### config.mk
export PLATFORM = sky130hd
export DESIGN_NAME = fslh_failsafe_limp_home_control
export DESIGN_NICKNAME = d
export VERILOG_FILES = /design/src/fslh_pkg.sv /design/src/fslh_failsafe_limp_home_control.sv
export VERILOG_INCLUDE_DIRS = /design/src /design/src/src
export SDC_FILE = /design/constraint.sdc
export NUM_CORES = 1
export LEC_CHECK = 0
export ABC_AREA = 1
export BUFFER_PORTS_ARGS = -buffer_cell sky130_fd_sc_hd__buf_2
export CORE_MARGIN = 5
export CORE_UTILIZATION = 40
export DETAILED_ROUTE_END_ITERATION = 7
export HOLD_SLACK_MARGIN = 0.02
export SLEW_MARGIN = 0
export SYNTH_ARGS = -nofsm -noshare
export SYNTH_HDL_FRONTEND = slang
export SYNTH_SLANG_ARGS = --single-unit
### constraint.sdc
create_clock -name sys_clk -period 3.79 [get_ports sys_clk]
set_input_delay 0.5685 -clock sys_clk [delete_from_list [all_inputs] [get_ports sys_clk]]
set_output_delay 0.5685 -clock sys_clk [all_outputs]
set_load 0.02 [all_outputs]
### src/fslh_defs.svh
`ifndef FSLH_DEFS_SVH
`define FSLH_DEFS_SVH

// Register map
`define FSLH_FAILSAFE_CONTROL_ADDR   7'h02
`define FSLH_FAILSAFE_CONTROL_RESET  8'h00

// Field positions of failsafe_control
`define FSLH_SHUTDOWN_SEL_HI         7
`define FSLH_SHUTDOWN_SEL_LO         6
`define FSLH_DRIVE_TYPE_BIT          5
`define FSLH_OUT_SEL_HI              4
`define FSLH_OUT_SEL_LO              3
`define FSLH_LIMP_BIT                2
`define FSLH_TALLY_HI                1
`define FSLH_TALLY_LO                0
`define FSLH_TALLY_MAX               2'h3

// Serial frame: 7 address bits, read-only flag, 8 data bits
`define FSLH_FRAME_BITS              5'h10
`define FSLH_HEADER_BITS             5'h08

// Clock and timing
`define FSLH_SYS_CLK_HZ              50000000
`define FSLH_PWM_FREQ_HZ             100
`define FSLH_PWM_DUTY_PCT            10
`define FSLH_HAZARD_FREQ_CENTI_HZ    125
`define FSLH_HAZARD_DUTY_PCT         50
`define FSLH_RESET_PULSE_US          1000
`define FSLH_PWM_PERIOD_CYC    (`FSLH_SYS_CLK_HZ / `FSLH_PWM_FREQ_HZ)
`define FSLH_PWM_HIGH_CYC      (`FSLH_PWM_PERIOD_CYC * `FSLH_PWM_DUTY_PCT / 100)
`define FSLH_HAZARD_PERIOD_CYC (`FSLH_SYS_CLK_HZ / `FSLH_HAZARD_FREQ_CENTI_HZ * 100)
`define FSLH_HAZARD_HIGH_CYC   (`FSLH_HAZARD_PERIOD_CYC * `FSLH_HAZARD_DUTY_PCT / 100)
`define FSLH_RESET_PULSE_CYC   (`FSLH_SYS_CLK_HZ / 1000000 * `FSLH_RESET_PULSE_US)

`endif

### src/fslh_pkg.sv
package fslh_pkg;

   // Chip operating modes seen by the fail-safe logic
   typedef enum logic [2:0] {
      FSLH_MODE_OFF,
      FSLH_MODE_STANDBY,
      FSLH_MODE_NORMAL,
      FSLH_MODE_RESET,
      FSLH_MODE_OVERLOAD,
      FSLH_MODE_PROTECT
   } fslh_mode_t;

endpackage

### src/fslh_failsafe_limp_home_control.sv
// Notes on behaviour
// - Shutdown select 7:6 forces aux output low on never, undervoltage, overvoltage, both.
// - Bit 5 picks push-pull at 0, open-drain low-side only at 1.
// - Output select 00 keeps aux output low; 11 lets timer 2 drive it.
// - Select 01 releases aux output high in Normal, Reset and Standby.
// - Select 10 releases aux output high only in Normal, else low.
// - Limp bit 2 floats the limp pin at 0, pulls low at 1.
// - Reset tally counts system resets above switcher undervoltage, saturating at 3.
// - Limp pin is active-low open drain: pulls low or floats.
// - Limp bit set on Overload entry and on fail-safe protect entry.
// - Limp bit cleared automatically on entry to Off mode.
// - Host clears limp bit; pin released in the same cycle.
// - Configured I/O 2 drives high-side as static limp supply.
// - Configured I/O 3 drives 100 Hz, 10 % duty while limp active.
// - Configured I/O 4 drives 1.25 Hz, 50 % clock while limp active.
// - I/O 2, 3, 4 each chosen limp or standard by start-up configuration.
// - Overtemperature activation enters Overload: reset low, limp low, I/O limp on.
// - Overload disables converter, transceivers, regulators; I/O pins fail-safe.
// - Below release threshold, Overload exits through Reset into Standby.
// - Overtemperature warning raises its interrupt when enabled.
// - Battery-fault shutdown acts in Normal only and overrides output select.
// - Tally already 3 on Reset entry goes to fail-safe protect instead.
`timescale 1ns/1ps
`include "fslh_defs.svh"

module fslh_failsafe_limp_home_control
   import fslh_pkg::*;
#(
   parameter int unsigned PWM_PERIOD_CYC    = `FSLH_PWM_PERIOD_CYC,
   parameter int unsigned PWM_HIGH_CYC      = `FSLH_PWM_HIGH_CYC,
   parameter int unsigned HAZARD_PERIOD_CYC = `FSLH_HAZARD_PERIOD_CYC,
   parameter int unsigned HAZARD_HIGH_CYC   = `FSLH_HAZARD_HIGH_CYC,
   parameter int unsigned RESET_PULSE_CYC   = `FSLH_RESET_PULSE_CYC
) (
   input  wire logic       sys_clk,
   input  wire logic       nrst,
   input  wire logic       clk_en,
   // Serial register port
   input  wire logic       spi_cs_n,
   input  wire logic       spi_sck,
   input  wire logic       spi_mosi,
   output logic            spi_miso,
   // Comparator and system inputs
   input  wire logic       otp_activate,
   input  wire logic       otp_release,
   input  wire logic       otp_warn,
   input  wire logic       otp_warn_irq_en,
   input  wire logic       bat_undervolt,
   input  wire logic       bat_overvolt,
   input  wire logic       switcher_battery_supply_uv,
   input  wire logic       power_off_det,
   input  wire logic       power_on_det,
   input  wire logic       sys_reset_req,
   input  wire logic       normal_mode_req,
   input  wire logic       timer2_level,
   input  wire logic [2:0] nvm_limp_cfg,
   // Pins
   output logic            aux_out,
   output logic            aux_out_oe,
   output logic            limp_out,
   output logic            limp_out_oe,
   output logic            sys_reset_out_n,
   output logic            limp_static_drive,
   output logic            limp_pwm_drive,
   output logic            hazard_clock_drive,
   output logic            overtemp_warn_irq,
   // Supply enables
   output logic            switcher_en,
   output logic            can_en,
   output logic            lin_en,
   output logic            regulators_en,
   output logic            hvio_failsafe,
   output fslh_mode_t      mode
);

   ////////////////////////////////////////////////////////////////////////////
   // Declarations

   fslh_mode_t  mode_reg,      mode_next;
   logic [7:0]  ctrl_reg,      ctrl_next;
   logic [31:0] rst_cnt_reg,   rst_cnt_next;
   logic [31:0] pwm_cnt_reg,   pwm_cnt_next;
   logic [31:0] haz_cnt_reg,   haz_cnt_next;
   logic [4:0]  bit_cnt_reg,   bit_cnt_next;
   logic [15:0] shift_in_reg,  shift_in_next;
   logic [7:0]  shift_out_reg, shift_out_next;
   logic        sck_prev_reg;
   logic        cs_prev_reg;
   logic        warn_prev_reg;
   logic        irq_reg;
   logic        aux_out_reg,   aux_oe_reg;
   logic [2:0]  hvio_reg,      hvio_next;
   logic        sys_reset_out_n_reg;
   wire         sck_rise    = ~spi_cs_n & spi_sck & ~sck_prev_reg;
   wire         sck_fall    = ~spi_cs_n & ~spi_sck & sck_prev_reg;
   wire         frame_end   = spi_cs_n & ~cs_prev_reg;
   wire         addr_hit    = (shift_in_reg[15:9] == `FSLH_FAILSAFE_CONTROL_ADDR);
   wire         header_done = sck_rise & (bit_cnt_reg == `FSLH_HEADER_BITS - 5'h01);
   wire         spi_write   = frame_end & (bit_cnt_reg == `FSLH_FRAME_BITS)
                              & addr_hit & ~shift_in_reg[8];

   ////////////////////////////////////////////////////////////////////////////
   // Serial register port

   // Shift in on rising clock, shift out on falling, count bits per frame
   always_comb begin
      bit_cnt_next   = bit_cnt_reg;
      shift_in_next  = shift_in_reg;
      shift_out_next = shift_out_reg;
      if (spi_cs_n) begin
         bit_cnt_next = 5'h00;
      end else if (sck_rise) begin
         shift_in_next = {shift_in_reg[14:0], spi_mosi};
         if (bit_cnt_reg != 5'h1F) begin
            bit_cnt_next = bit_cnt_reg + 5'h01;
         end
      end
      // Data phase answers with the register, unmapped addresses read zero
      if (header_done) begin
         shift_out_next = (shift_in_reg[6:0] == `FSLH_FAILSAFE_CONTROL_ADDR) ?
                          ctrl_reg : 8'h00;
      end else if (sck_fall && bit_cnt_reg >= `FSLH_HEADER_BITS) begin
         shift_out_next = {shift_out_reg[6:0], 1'b0};
      end
   end

   assign spi_miso = shift_out_reg[7];

   ////////////////////////////////////////////////////////////////////////////
   // Mode sequencing

   wire tally_full = (ctrl_reg[`FSLH_TALLY_HI:`FSLH_TALLY_LO] == `FSLH_TALLY_MAX);
   wire rst_done   = (rst_cnt_reg >= RESET_PULSE_CYC - 1);

   // Power loss wins, then overtemperature, then ordinary reset sources
   always_comb begin
      mode_next    = mode_reg;
      rst_cnt_next = 32'h0000_0000;
      case (mode_reg)
         FSLH_MODE_OFF: begin
            if (power_on_det) begin
               mode_next = FSLH_MODE_RESET;
            end
         end
         FSLH_MODE_STANDBY: begin
            if (sys_reset_req) begin
               mode_next = FSLH_MODE_RESET;
            end else if (normal_mode_req) begin
               mode_next = FSLH_MODE_NORMAL;
            end
         end
         FSLH_MODE_NORMAL: begin
            if (sys_reset_req) begin
               mode_next = FSLH_MODE_RESET;
            end else if (!normal_mode_req) begin
               mode_next = FSLH_MODE_STANDBY;
            end
         end
         FSLH_MODE_RESET: begin
            rst_cnt_next = rst_cnt_reg + 32'h0000_0001;
            if (rst_done) begin
               mode_next = FSLH_MODE_STANDBY;
            end
         end
         FSLH_MODE_OVERLOAD: begin
            if (otp_release) begin
               mode_next = FSLH_MODE_RESET;
            end
         end
         FSLH_MODE_PROTECT: begin
            // Left only by power loss or overtemperature
         end
         default: begin
            mode_next = FSLH_MODE_OFF;
         end
      endcase
      // Full tally diverts a fresh reset entry into protect mode
      if (mode_next == FSLH_MODE_RESET && mode_reg != FSLH_MODE_RESET && tally_full) begin
         mode_next = FSLH_MODE_PROTECT;
      end
      if (otp_activate && mode_reg != FSLH_MODE_OFF) begin
         mode_next = FSLH_MODE_OVERLOAD;
      end
      if (power_off_det) begin
         mode_next = FSLH_MODE_OFF;
      end
   end

   wire enter_reset    = (mode_next == FSLH_MODE_RESET) && (mode_reg != FSLH_MODE_RESET);
   wire enter_overload = (mode_next == FSLH_MODE_OVERLOAD) && (mode_reg != FSLH_MODE_OVERLOAD);
   wire enter_protect  = (mode_next == FSLH_MODE_PROTECT) && (mode_reg != FSLH_MODE_PROTECT);
   wire enter_off      = (mode_next == FSLH_MODE_OFF) && (mode_reg != FSLH_MODE_OFF);

   ////////////////////////////////////////////////////////////////////////////
   // Control register

   // Hardware updates land after the host write, so a set is never lost
   always_comb begin
      ctrl_next = ctrl_reg;
      if (spi_write) begin
         ctrl_next = shift_in_reg[7:0];
      end
      if (enter_reset && !switcher_battery_supply_uv && !tally_full) begin
         ctrl_next[`FSLH_TALLY_HI:`FSLH_TALLY_LO] =
            ctrl_reg[`FSLH_TALLY_HI:`FSLH_TALLY_LO] + 2'h1;
      end
      if (enter_overload || enter_protect) begin
         ctrl_next[`FSLH_LIMP_BIT] = 1'b1;
      end
      if (enter_off) begin
         ctrl_next[`FSLH_LIMP_BIT] = 1'b0;
      end
   end

   wire [1:0] shutdown_sel = ctrl_reg[`FSLH_SHUTDOWN_SEL_HI:`FSLH_SHUTDOWN_SEL_LO];
   wire [1:0] out_sel      = ctrl_reg[`FSLH_OUT_SEL_HI:`FSLH_OUT_SEL_LO];
   wire       open_drain   = ctrl_reg[`FSLH_DRIVE_TYPE_BIT];
   wire       limp_active  = ctrl_reg[`FSLH_LIMP_BIT];

   ////////////////////////////////////////////////////////////////////////////
   // Auxiliary output

   // Battery fault only counts in Normal and then overrides the select
   wire bat_fault = (mode_reg == FSLH_MODE_NORMAL) &&
                    ((shutdown_sel[0] && bat_undervolt) ||
                     (shutdown_sel[1] && bat_overvolt));
   wire sel_high  = (out_sel == 2'h1) ? (mode_reg == FSLH_MODE_NORMAL ||
                                         mode_reg == FSLH_MODE_RESET ||
                                         mode_reg == FSLH_MODE_STANDBY) :
                    (out_sel == 2'h2) ? (mode_reg == FSLH_MODE_NORMAL) :
                    (out_sel == 2'h3) ? timer2_level :
                    1'b0;
   wire aux_high  = sel_high && !bat_fault;
   // Open drain never drives high, it only lets go of the pin
   wire aux_oe_d  = !aux_high || !open_drain;

   ////////////////////////////////////////////////////////////////////////////
   // Limp-home pins

   // Straight from the bit so a clear releases the pin at once
   assign limp_out    = 1'b0;
   assign limp_out_oe = limp_active;

   // Waveform counters free-run only while limp is active
   assign pwm_cnt_next = (!limp_active || pwm_cnt_reg >= PWM_PERIOD_CYC - 1) ?
                         32'h0000_0000 : pwm_cnt_reg + 32'h0000_0001;
   assign haz_cnt_next = (!limp_active || haz_cnt_reg >= HAZARD_PERIOD_CYC - 1) ?
                         32'h0000_0000 : haz_cnt_reg + 32'h0000_0001;
   wire [2:0] wave = {haz_cnt_reg < HAZARD_HIGH_CYC,
                      pwm_cnt_reg < PWM_HIGH_CYC,
                      1'b1};

   // One gate per pin: start-up choice, limp state and its waveform
   genvar gi;
   generate
      for (gi = 0; gi < 3; gi++) begin : g_hvio
         assign hvio_next[gi] = nvm_limp_cfg[gi] && limp_active && wave[gi];
      end
   endgenerate
   assign limp_static_drive  = hvio_reg[0];
   assign limp_pwm_drive     = hvio_reg[1];
   assign hazard_clock_drive = hvio_reg[2];

   ////////////////////////////////////////////////////////////////////////////
   // Supplies and reset pin

   wire shut_down = (mode_reg == FSLH_MODE_OVERLOAD) || (mode_reg == FSLH_MODE_OFF);
   assign switcher_en   = !shut_down;
   assign can_en        = !shut_down;
   assign lin_en        = !shut_down;
   assign regulators_en = !shut_down;
   assign hvio_failsafe = (mode_reg == FSLH_MODE_OVERLOAD);
   assign mode          = mode_reg;
   assign aux_out           = aux_out_reg;
   assign aux_out_oe        = aux_oe_reg;
   assign sys_reset_out_n   = sys_reset_out_n_reg;
   assign overtemp_warn_irq = irq_reg;

   ////////////////////////////////////////////////////////////////////////////
   // State registers

   // Mode, control register and counters
   always_ff @(posedge sys_clk or negedge nrst) begin
      if (!nrst) begin
         mode_reg    <= FSLH_MODE_OFF;
         ctrl_reg    <= `FSLH_FAILSAFE_CONTROL_RESET;
         rst_cnt_reg <= 32'h0000_0000;
         pwm_cnt_reg <= 32'h0000_0000;
         haz_cnt_reg <= 32'h0000_0000;
      end else if (clk_en) begin
         mode_reg    <= mode_next;
         ctrl_reg    <= ctrl_next;
         rst_cnt_reg <= rst_cnt_next;
         pwm_cnt_reg <= pwm_cnt_next;
         haz_cnt_reg <= haz_cnt_next;
      end
   end

   // Serial port shift state
   always_ff @(posedge sys_clk or negedge nrst) begin
      if (!nrst) begin
         bit_cnt_reg   <= 5'h00;
         shift_in_reg  <= 16'h0000;
         shift_out_reg <= 8'h00;
         sck_prev_reg  <= 1'b0;
         cs_prev_reg   <= 1'b1;
      end else if (clk_en) begin
         bit_cnt_reg   <= bit_cnt_next;
         shift_in_reg  <= shift_in_next;
         shift_out_reg <= shift_out_next;
         sck_prev_reg  <= spi_sck;
         cs_prev_reg   <= spi_cs_n;
      end
   end

   // Registered pin drivers; reset pin low in Reset and Overload
   always_ff @(posedge sys_clk or negedge nrst) begin
      if (!nrst) begin
         aux_out_reg   <= 1'b0;
         aux_oe_reg    <= 1'b1;
         hvio_reg      <= 3'h0;
         sys_reset_out_n_reg      <= 1'b0;
         warn_prev_reg <= 1'b0;
         irq_reg       <= 1'b0;
      end else if (clk_en) begin
         aux_out_reg   <= aux_high && !open_drain;
         aux_oe_reg    <= aux_oe_d;
         hvio_reg      <= hvio_next;
         sys_reset_out_n_reg      <= (mode_next != FSLH_MODE_RESET) &&
                          (mode_next != FSLH_MODE_OVERLOAD);
         warn_prev_reg <= otp_warn;
         irq_reg       <= otp_warn && !warn_prev_reg && otp_warn_irq_en;
      end
   end

endmodule

# == Yosys cells after proc, flatten, opt, wreduce, memory -nomap -nowiden ==
# Cells that the tools add are included.
# classes
n_lt_le_gt_ge,6
add_sub_neg,5
n_bitwise,14
reduce_logical,53
n_mux,27
n_eq_ne,23
# ops
operator,n
"adder 32 x 1 -> 32 bit, second input constant",3
2-to-1 mux 32 bit,3
2-to-1 mux 3 bit,11
">= comparator 32 x 16 -> 1 bit, second input constant",1
">= comparator 32 x 19 -> 1 bit, second input constant",1
">= comparator 32 x 26 -> 1 bit, second input constant",1
"less-than comparator 32 x 16 -> 1 bit, second input constant",1
"less-than comparator 32 x 25 -> 1 bit, second input constant",1
2-to-1 mux 8 bit,3
logical AND 1 bit,23
one-hot mux 3 bit (6 select lines),1
2-to-1 mux 5 bit,3
"equality test 7 x 2 -> 1 bit, second input constant",2
"equality test 3 x 2 -> 1 bit, second input constant",4
"equality test 3 bit, second input constant",4
bitwise AND 1 bit,9
"!= test 3 bit, second input constant",3
logical NOT 1 bit,8
logical OR 1 bit,8
AND reduction 2 bit,4
nonzero test 2 bit,4
"equality test 2 bit, second input constant",3
logical NOT 3 bit,2
"!= test 3 x 2 -> 1 bit, second input constant",2
other kinds (13),23
# totals
reg_bits,146
elab_cells,146
input_bits,21
out_inout_bits,18

# == Longest topological paths before layout ==
# Gate-level depths: netlist of the first run.
# logic_depth
word_depth,15
mapped_depth,17
depth_no_buf,17

# == Least setup slack after synthesis of the first run ==
# Ideal clock, no wire load.
# synth_timing
kind,reg2reg
from,"reg mode_reg[0], in the netlist mode[0]"
to,reg ctrl_reg[0]
stages_incl_launch_ff,14
path_slack_ns,1.579
arrival_ns,2.081
required_ns,3.660
setup_time_ns,0.130
period_less_slack_ns,2.211
n_path_buf,1
cell_sequence,dfrtp_1 buf_2 inv_2 nand2_2 nor2_1 nand2_1 nand2_1 a21oi_1 nand2_1 o21ai_1 nor2_2 nand3_1 o211ai_1 o21ai_0
# synth_between
word_cells_on_any_way,30
cone_classes,eq/ne: 8; mux: 12; reduce/logical: 10
# synth_rtl
item,line_no,text
start: declaration,fslh_failsafe_limp_home_control.sv:79,"fslh_mode_t mode_reg, mode_next;"
start signal: assignment,fslh_failsafe_limp_home_control.sv:291,mode_reg <= mode_next;
equality test 3 bit *,--,
via hvio_failsafe,fslh_failsafe_limp_home_control.sv:72,"output logic hvio_failsafe,"
one-hot mux 3 bit (6 select lines) *,fslh_failsafe_limp_home_control.sv:139,case (mode_reg)
equality test 3 x 2 -> 1 bit,fslh_failsafe_limp_home_control.sv:178,if (mode_next == FSLH_MODE_RESET && mode_reg != FSLH_MODE_RESET && tally_full) begin
logical AND 1 bit (2 in series),fslh_failsafe_limp_home_control.sv:178,
2-to-1 mux 3 bit *,fslh_failsafe_limp_home_control.sv:178,
2-to-1 mux 3 bit *,fslh_failsafe_limp_home_control.sv:181,if (otp_activate && mode_reg != FSLH_MODE_OFF) begin
2-to-1 mux 3 bit *,fslh_failsafe_limp_home_control.sv:184,if (power_off_det) begin
equality test 3 x 2 -> 1 bit *,fslh_failsafe_limp_home_control.sv:189,wire enter_reset = (mode_next == FSLH_MODE_RESET) && (mode_reg != FSLH_MODE_RESET);
logical AND 1 bit *,fslh_failsafe_limp_home_control.sv:189,
logical AND 1 bit * (2 in series),fslh_failsafe_limp_home_control.sv:203,if (enter_reset && !switcher_battery_supply_uv && !tally_full) begin
nonzero test 2 bit (no line),--,
AND reduction 2 bit (no line),--,
end signal: assignment,fslh_failsafe_limp_home_control.sv:286,ctrl_reg <= `FSLH_FAILSAFE_CONTROL_RESET;
end signal: assignment,fslh_failsafe_limp_home_control.sv:292,ctrl_reg <= ctrl_next;
end: declaration,fslh_failsafe_limp_home_control.sv:80,"logic [7:0] ctrl_reg, ctrl_next;"
# The timed path passes the listed nets; every way through them passes the cells marked *.
# A chain may end at the register's enable or synchronous reset.

# == Worst setup path in the final report of the first run ==
# layout_timing
from,reg haz_cnt_reg[28]
to,reg haz_cnt_reg[24]
# layout_between
elab_chain_cells,3
# layout_lines
item,line_no,text
start: declaration,fslh_failsafe_limp_home_control.sv:83,"logic [31:0] haz_cnt_reg, haz_cnt_next;"
start signal: assignment,fslh_failsafe_limp_home_control.sv:295,haz_cnt_reg <= haz_cnt_next;
>= comparator 32 x 26 -> 1 bit,fslh_failsafe_limp_home_control.sv:247,assign haz_cnt_next = (!limp_active || haz_cnt_reg >= HAZARD_PERIOD_CYC - 1) ?
logical OR 1 bit,fslh_failsafe_limp_home_control.sv:247,
2-to-1 mux 32 bit,fslh_failsafe_limp_home_control.sv:247,
# No other way between the ends.

==> results by group, run 1 <==
Status
  • Status: finished clean

Place
  • Placer Congestion: 0.845
  • I/O Buffers: 37
  • DPL Wire Length: 11700 um

Critical path
  • Setup CP Type: reg2reg
  • Worst EP arrival: 2.73 ns
  • Critical Path RT: 4.11 ns
  • Startpoint Class: flop
  • Crit-path max FO: 19
  • Critical path endpoint category: flop

Floorplan
  • Row count: 50
  • Die area: 22000 um2
  • Starting Density: 40.7%
  • # IOs: 39
  • Die height: 148 um
  • Area of the core: 18800 um2
  • Die width: 148 um

Clock network
  • Clock Tree Root: clkbuf_16
  • Num CTS Buffers: 17
  • Post-CTS resize count: 0
  • CTS Hold Bufs: 0
  • Worst-skew pair later-pin latency: 0.43 ns
  • Sink Count: 146
  • H-Tree Depth: 4
  • CTS tree: done
  • Clock Tree Buf Depth: 2
  • Post-CTS Setup Bufs: 0
  • Clock Pin Slew Worst Setup and Hold Paths: 0.07 ns

Global routing
  • First-pass GRT wire length: 28300 um
  • Grt ovf: 0
  • Initial antenna violation count: 0
  • Vias in the first global route: 6010
  • Largest net degree at the start of global routing: 78
  • Global Route Usage Sum: 15.4%

Cells and area
  • Layout area overhead: 13.7%
  • Ratio of cells with drive above 1 in the final layout: 11.3%
  • Multi-input gate area: 3370 um2
  • # nets final: 1038
  • Fillers: 1864
  • FF/Latch Area: 3660 um2

Yosys
  • Post-synthesis cell count: 969
  • Main synth FF type: dfrtp_1
  • Register area share after synthesis: 47.8%
  • Synth warn: 0
  • Flops & latches, synth: 146
  • Avg Synthesized Cell Area: 7.89 um2
  • Cell taking the most area after synthesis: dfrtp_1
  • Post-synth EDFFs: 0
  • Ys async rst share: 100%
  • Syn Std Cell Area: 7640 um2
  • Synth top area share: 47.1%
  • Syn nets: 997
  • Netlist cell types: 48
  • Largest cells by area after synthesis: dfrtp_1 (47%), nand2_1 (9.2%), inv_1 (6.6%)

STA
  • # setup viols final: 0
  • Final period utilization: 63.5%
  • Fin Setup TNS: 0 ns
  • Post-route minimum period: 2.41 ns
  • Max-slew violations: 0
  • RSZ-0062 raised after global routing: no
  • Worst Tran Pin Value: 0.669 ns
  • Max Clock Freq: 416 MHz
  • Skew final: 0.0187 ns
  • Hold_ws: 0.151 ns
  • Final number of hold-violating endpoints: 0
  • Max_slew headroom: 55.1%

Worst hold path
  • Hold crit path type: in2async

Drt
  • Initial DRC count: 461
  • Post-Route WL: 16300 um
  • Routed len/inst: 13.0 um
  • Pre-antenna DRT Iters: 6
  • Antenna-violating nets left: 0
  • Vias: 6350
  • Via density: 5.05
  • Remaining DRCs: 0

Power
  • Power density cells: 495 nW/um2
  • Max VDD drop: 294 uV
  • Leak: 3.96 nW

Run
  • Max-cap violations: 0
==> per-layer routing <==
layer | global-route usage [%] | wire [um] | part of all wire [%]
met3 | 3.47 | 508 | 3.1
met1 | 21.6 | 8160 | 50
met5 | 0 | 0 | 0
met4 | 3.79 | 161 | 0.99
met2 | 24.6 | 7490 | 46
==> worst max-delay path, stage by stage (launching register included) <==
cell      delay, ns
dfrtp_1        0.38
nor4_1         0.45
nor3b_1        0.27
nand3_1        0.13
nand2_1        0.21
clkinv_1       0.52
nor3b_1        0.34
==> cell usage after synthesis, types with 4 or more instances <==
master,number
clkbuf_1,9
buf_4,4
nor3_1,43
nand3_1,37
nand2_1,187
nor4_1,13
a21oi_1,61
nand4_1,31
nor3b_1,6
o31ai_1,8
nor2_2,11
nand2_2,4
o21ai_0,66
xor2_1,17
dfrtp_1,144
buf_1,4
nor2_1,125
nand3_2,4
ha_1,7
buf_2,4
xnor2_1,4
o21ai_1,5
inv_1,134
nor2_4,5
==> report_power, final <==
group	total, mW	internal (mW)	switching (mW)
logic	0.796	0.242	0.554
registers	1.80	1.69	0.112
clock network	1.70	0.958	0.746
==> path summary, 6_finish.rpt <==
path	start	slack, ns	endpoint	depth (start not counted)
hold / removal	nrst	0.15	hvio_reg[2]	1
setup reg to reg	haz_cnt_reg[28]	1.38	haz_cnt_reg[24]	6
max in group asynchronous	nrst	2.80	cs_prev_reg	2
hold reg to reg	warn_prev_reg	0.46	overtemp_warn_irq	1
min in group sys_clk	nvm_limp_cfg[0]	0.35	hvio_reg[0]	3
setup / recovery	haz_cnt_reg[28]	1.38	haz_cnt_reg[24]	6
==> cells in the final DEF, fill, tap and decap left out, types with 4 or more instances in the layout <==
cell and count:
buf_4 5, a21oi_1 61, o31ai_1 8, nor2_4 5, nand3_2 4, nor3b_1 6
buf_2 36, o21ai_0 66, nor4_1 13, nand3_1 37, inv_8 4, o21ai_1 5
xnor2_1 4, nor2_2 11, nor2_1 125, dfrtp_1 144, nand2_1 187, ha_1 7
inv_6 5, nand4_1 31, inv_1 134, nand2_2 4, clkbuf_16 17, xor2_1 17
nor3_1 43
==> logic make-up after synthesis <==
group | after synthesis | synth area share, %
flops | 146 | 47.8
fa+ha+maj | 7 | 1.15
buf+inv | 159 | 8.07
other cells | 1 | 0.0491
xor+xnor | 21 | 2.41
compound gates | 157 | 11.2
simple gates | 478 | 29.3
==> through the flow <==
| step | instance area, um2 | util [%] | power [mW] | worst slack [ns] | cells |
|---|---|---|---|---|---|
| 5_1_grt | 8690 | 46.3 | 4.55 | 1.09 | 1257 |
| 6_report | 8690 | 46.3 | 4.30 | 1.38 | 1258 |
| 2_1_floorplan | 7640 | - | 2.39 | 1.58 | 969 |
| 3_3_place_gp | 8090 | 43.1 | 2.63 | 1.21 | 1225 |
| 3_5_place_dp | 8090 | 43.1 | 2.63 | 1.18 | 1225 |
| 4_1_cts | 8690 | 46.3 | 4.36 | 1.36 | 1257 |
==> cell type report <==
type	instances	area share [%]
Multi-Input combinational cell	664	38.8
Inverter	138	5.96
Tap cell	234	3.37
Clock buffer	18	5.05
Timing Repair Buffer	43	2.86
Antenna cell	1	0.0288
Clock inverter	14	1.86
Sequential cell	146	42.1
No activity file was read; power rests on OpenSTA's default activity.
==> run 2: changes to the inputs <==
--- a/config.mk
+++ b/config.mk
@@ -6,7 +6,7 @@
 export SDC_FILE = /design/constraint.sdc
 export NUM_CORES = 1
 export LEC_CHECK = 0
-export ABC_AREA = 1
+export ABC_AREA = 0
 export BUFFER_PORTS_ARGS = -buffer_cell sky130_fd_sc_hd__buf_2
 export CORE_MARGIN = 5
 export CORE_UTILIZATION = 40
==> constraint.sdc (replaced) <==
create_clock -name sys_clk -period 2 [get_ports sys_clk]
set_input_delay 0.3 -clock sys_clk [delete_from_list [all_inputs] [get_ports sys_clk]]
set_output_delay 0.3 -clock sys_clk [all_outputs]
set_load 0.02 [all_outputs]
==> results by group, run 2 <==
STA
  • Worst Tran Pin Value: 0.648 ns
  • Final WS setup: -0.0197 ns
  • Max-slew violations: 0
  • Max Clock Freq: 495 MHz
  • Final period utilization: 101%
  • Skew final: 0.00982 ns
  • Post-route minimum period: 2.02 ns
  • # setup viols final: 2
  • Fin Setup TNS: -0.0314 ns
  • Max_slew headroom: 56.7%
  • RSZ-0062 raised after global routing: yes
  • Final number of hold-violating endpoints: 0

Clock network
  • Clock Tree Root: clkbuf_16
  • Clock Pin Slew Worst Setup and Hold Paths: 0.07 ns
  • CTS tree: done
  • Num CTS Buffers: 17
  • Sink Count: 146
  • Worst-skew pair later-pin latency: 0.43 ns
  • H-Tree Depth: 4
  • Clock Tree Buf Depth: 2

Power
  • P_sw: 2.29 mW
  • Combinational share of power: 16.4%
  • Max VDD drop: 590 uV
  • Sw frac: 29.6%
  • Sequential share of power: 41.2%
  • Clock power share: 42.4%
  • Power density cells: 807 nW/um2
  • Leak: 4.25 nW
  • Pint: 5.46 mW

Place
  • I/O Buffers: 37
  • Placed cell area: 8630 um2
  • DPL Wire Length: 11400 um
  • Placer Congestion: 0.790

Status
  • Failing checks: negative setup slack
  • Status: complete, but fails checks

Cells and area
  • Commonest non-fill, non-tap cell in the layout: dfrtp_1
  • Most frequent cells in the layout: dfrtp_1 (143), nor2_1 (115), buf_4 (98)
  • Diode count: 0
  • Ratio of cells with drive above 1 in the final layout: 28.9%
  • Finished Cell Area: 9610 um2
  • Post-layout util: 51.7%
  • # nets final: 935
  • Layout area overhead: 28.4%

Drt
  • Post-Route WL: 16800 um
  • Routed len/inst: 14.6 um
  • Initial DRC count: 313
  • Antenna-violating nets left: 0
  • Vias: 6085
  • Via density: 5.27
  • Remaining DRCs: 0
  • Pre-antenna DRT Iters: 5

Yosys
  • Post-synthesis cell count: 776
  • Main synth FF type: dfrtp_1
  • Avg Synthesized Cell Area: 9.64 um2
  • Syn Std Cell Area: 7480 um2
  • Most common library cells after synthesis: dfrtp_1 (144), nor2_1 (119), nand2_1 (70), nand3_1 (38), xor2_1 (37)
  • Ys async rst share: 100%
  • Register area share after synthesis: 48.9%
  • Top-count cell post-synth: dfrtp_1
  • Cell taking the most area after synthesis: dfrtp_1
  • Synth warn: 0
  • Syn nets: 804
  • Post-synth EDFFs: 0
  • Largest cells by area after synthesis: dfrtp_1 (48%), nor2_1 (6.0%), xor2_1 (4.3%)
  • Synth top area share: 48.2%
  • Netlist cell types: 72
  • Flops & latches, synth: 146

Critical path
  • Critical path endpoint category: flop
  • Crit-path max FO: 7
  • CP endpoint: haz_cnt_reg[0]
  • Worst EP arrival: 2.33 ns
  • Critical R2R Launch: haz_cnt_reg[1]
  • Reg2Reg Depth: 8
  • Buf/Inv on CP: 1
  • CP max-delay cell: dfrtp_1
  • Setup CP Type: reg2reg
  • CP top delay family: compound AO/OA/AOI/OAI gates
  • CP startpoint: haz_cnt_reg[1]
  • Worst reg2reg endpoint: haz_cnt_reg[0]
  • WP depth: 8
  • Crit-path max cell delay: 0.39 ns
  • Critical Path RT: 2.31 ns
  • Crit path cell chain: ha_4 > nand3_4 > o31ai_4 > a41oi_2 > o311ai_4 > buf_6 > nor2_4 > mux2_4
  • Startpoint Class: flop
  • Setup slack, reg-to-reg: -0.02 ns

Run
  • Max-cap violations: 0

Floorplan
  • Die height: 147 um
  • Die area: 21500 um2
  • # IOs: 39
  • Die width: 147 um
  • Starting Density: 40.3%
  • Area of the core: 18600 um2
  • Row count: 50

Global routing
  • Initial antenna violation count: 0
  • Global Route Usage Sum: 16.2%
  • Largest net degree at the start of global routing: 56
  • Grt ovf: 0
  • Vias in the first global route: 6093
  • First-pass GRT wire length: 29200 um

Worst hold path
  • Hold crit path type: in2reg
  • Worst Hold Launch: nvm_limp_cfg[0]
==> run 2: cell count changes in the layout (fill, tap and decap cells not counted), sizes merged, moves of 13 or more <==
cell   previous run  this run
buf              43       144
and3              1        18
a21oi            61        15
nor2            142       119
o21ai            71        28
nor3             45        23
mux2              0        25
inv             146        35
nand2           192        70
or3               0        13
nand4            32        19
xor2             17        37
xnor2             4        29
==> run 2: metrics by stage <==
step	worst slack (ns)	hold slack, ns	std cells	total power [mW]
2_1_floorplan	-0.0216	0.00441	776	3.90
3_3_place_gp	-0.0339	0.240	1112	4.40
3_5_place_dp	-0.0674	0.236	1112	4.41
4_1_cts	-0.0120	0.0957	1149	7.77
5_1_grt	-0.110	0.115	1154	8.11
6_report	-0.0197	0.108	1154	7.75
==> run 2: what timing repair did <==
| item | CTS | global route |
|---|---|---|
| setup endpoints to repair | 10 | 63 |
| setup buffers | 4 | 5 |
| hold endpoints to repair | 36 | 0 |
| hold buffers | 1 | 0 |
| gates resized for setup | 20 | 46 |
| pin swaps | 6 | 17 |
==> run 2: layout make-up <==
type	instances	area, um2
multi-input combinational	575	3880
clock inverter	15	178
tap	234	293
fill	1687	8970
sequential	146	3660
timing repair buffer	145	1090
inverter	22	82.6
clock buffer	17	425
==> run 2: logic make-up after synthesis <==
| logic type | Yosys count | synth area share (%) |
|---|---|---|
| AO/OA/AOI/OAI | 120 | 11.4 |
| XOR/XNOR | 66 | 7.73 |
| adder cells (fa/ha/maj) | 7 | 1.17 |
| buffers and inverters | 55 | 3.25 |
| flip-flops | 146 | 48.9 |
| multiplexers | 27 | 4.03 |
| other | 1 | 0.0501 |
| AND/OR/NAND/NOR | 354 | 23.5 |
==> run 2: worst register-to-register path: cells and delay by family (launching register included) <==
family / cells / cell delay [ns]
muxes: 1 / 0.29
AOI/OAI and AO/OA: 3 / 0.75
and+or+nand+nor: 2 / 0.14
adders and majority gates: 1 / 0.17
buffers and inverters: 1 / 0.17
DFF: 1 / 0.39
==> run 2: power by group through the flow <==
stage / sequential [mW] / clock [mW] / combinational (mW)
after global placement: 3.24 / 0 / 1.16
after floorplan: 3.25 / 0 / 0.648
after global routing: 3.22 / 3.50 / 1.40
final: 3.20 / 3.29 / 1.27
after CTS: 3.19 / 3.36 / 1.23
after detailed placement: 3.24 / 0 / 1.17
==> run 2: worst min path at each step <==
stage | end | cells past startpoint
floorplan | aux_out | 0
global placement | rst_cnt_reg[31] | 1
detailed placement | rst_cnt_reg[31] | 1
CTS | shift_in_reg[0] | 2
global route | shift_in_reg[0] | 2
finish | hvio_reg[0] | 3
==> run 2: layer usage <==
metal  global-route usage (%)  vias up  wire length (um)
met5                        0        -                 0
met1                     21.8     3005              7960
met4                     4.37        0               195
met2                     26.7       51              8220
met3                     3.36       13               439
li1                         -     3016                 -
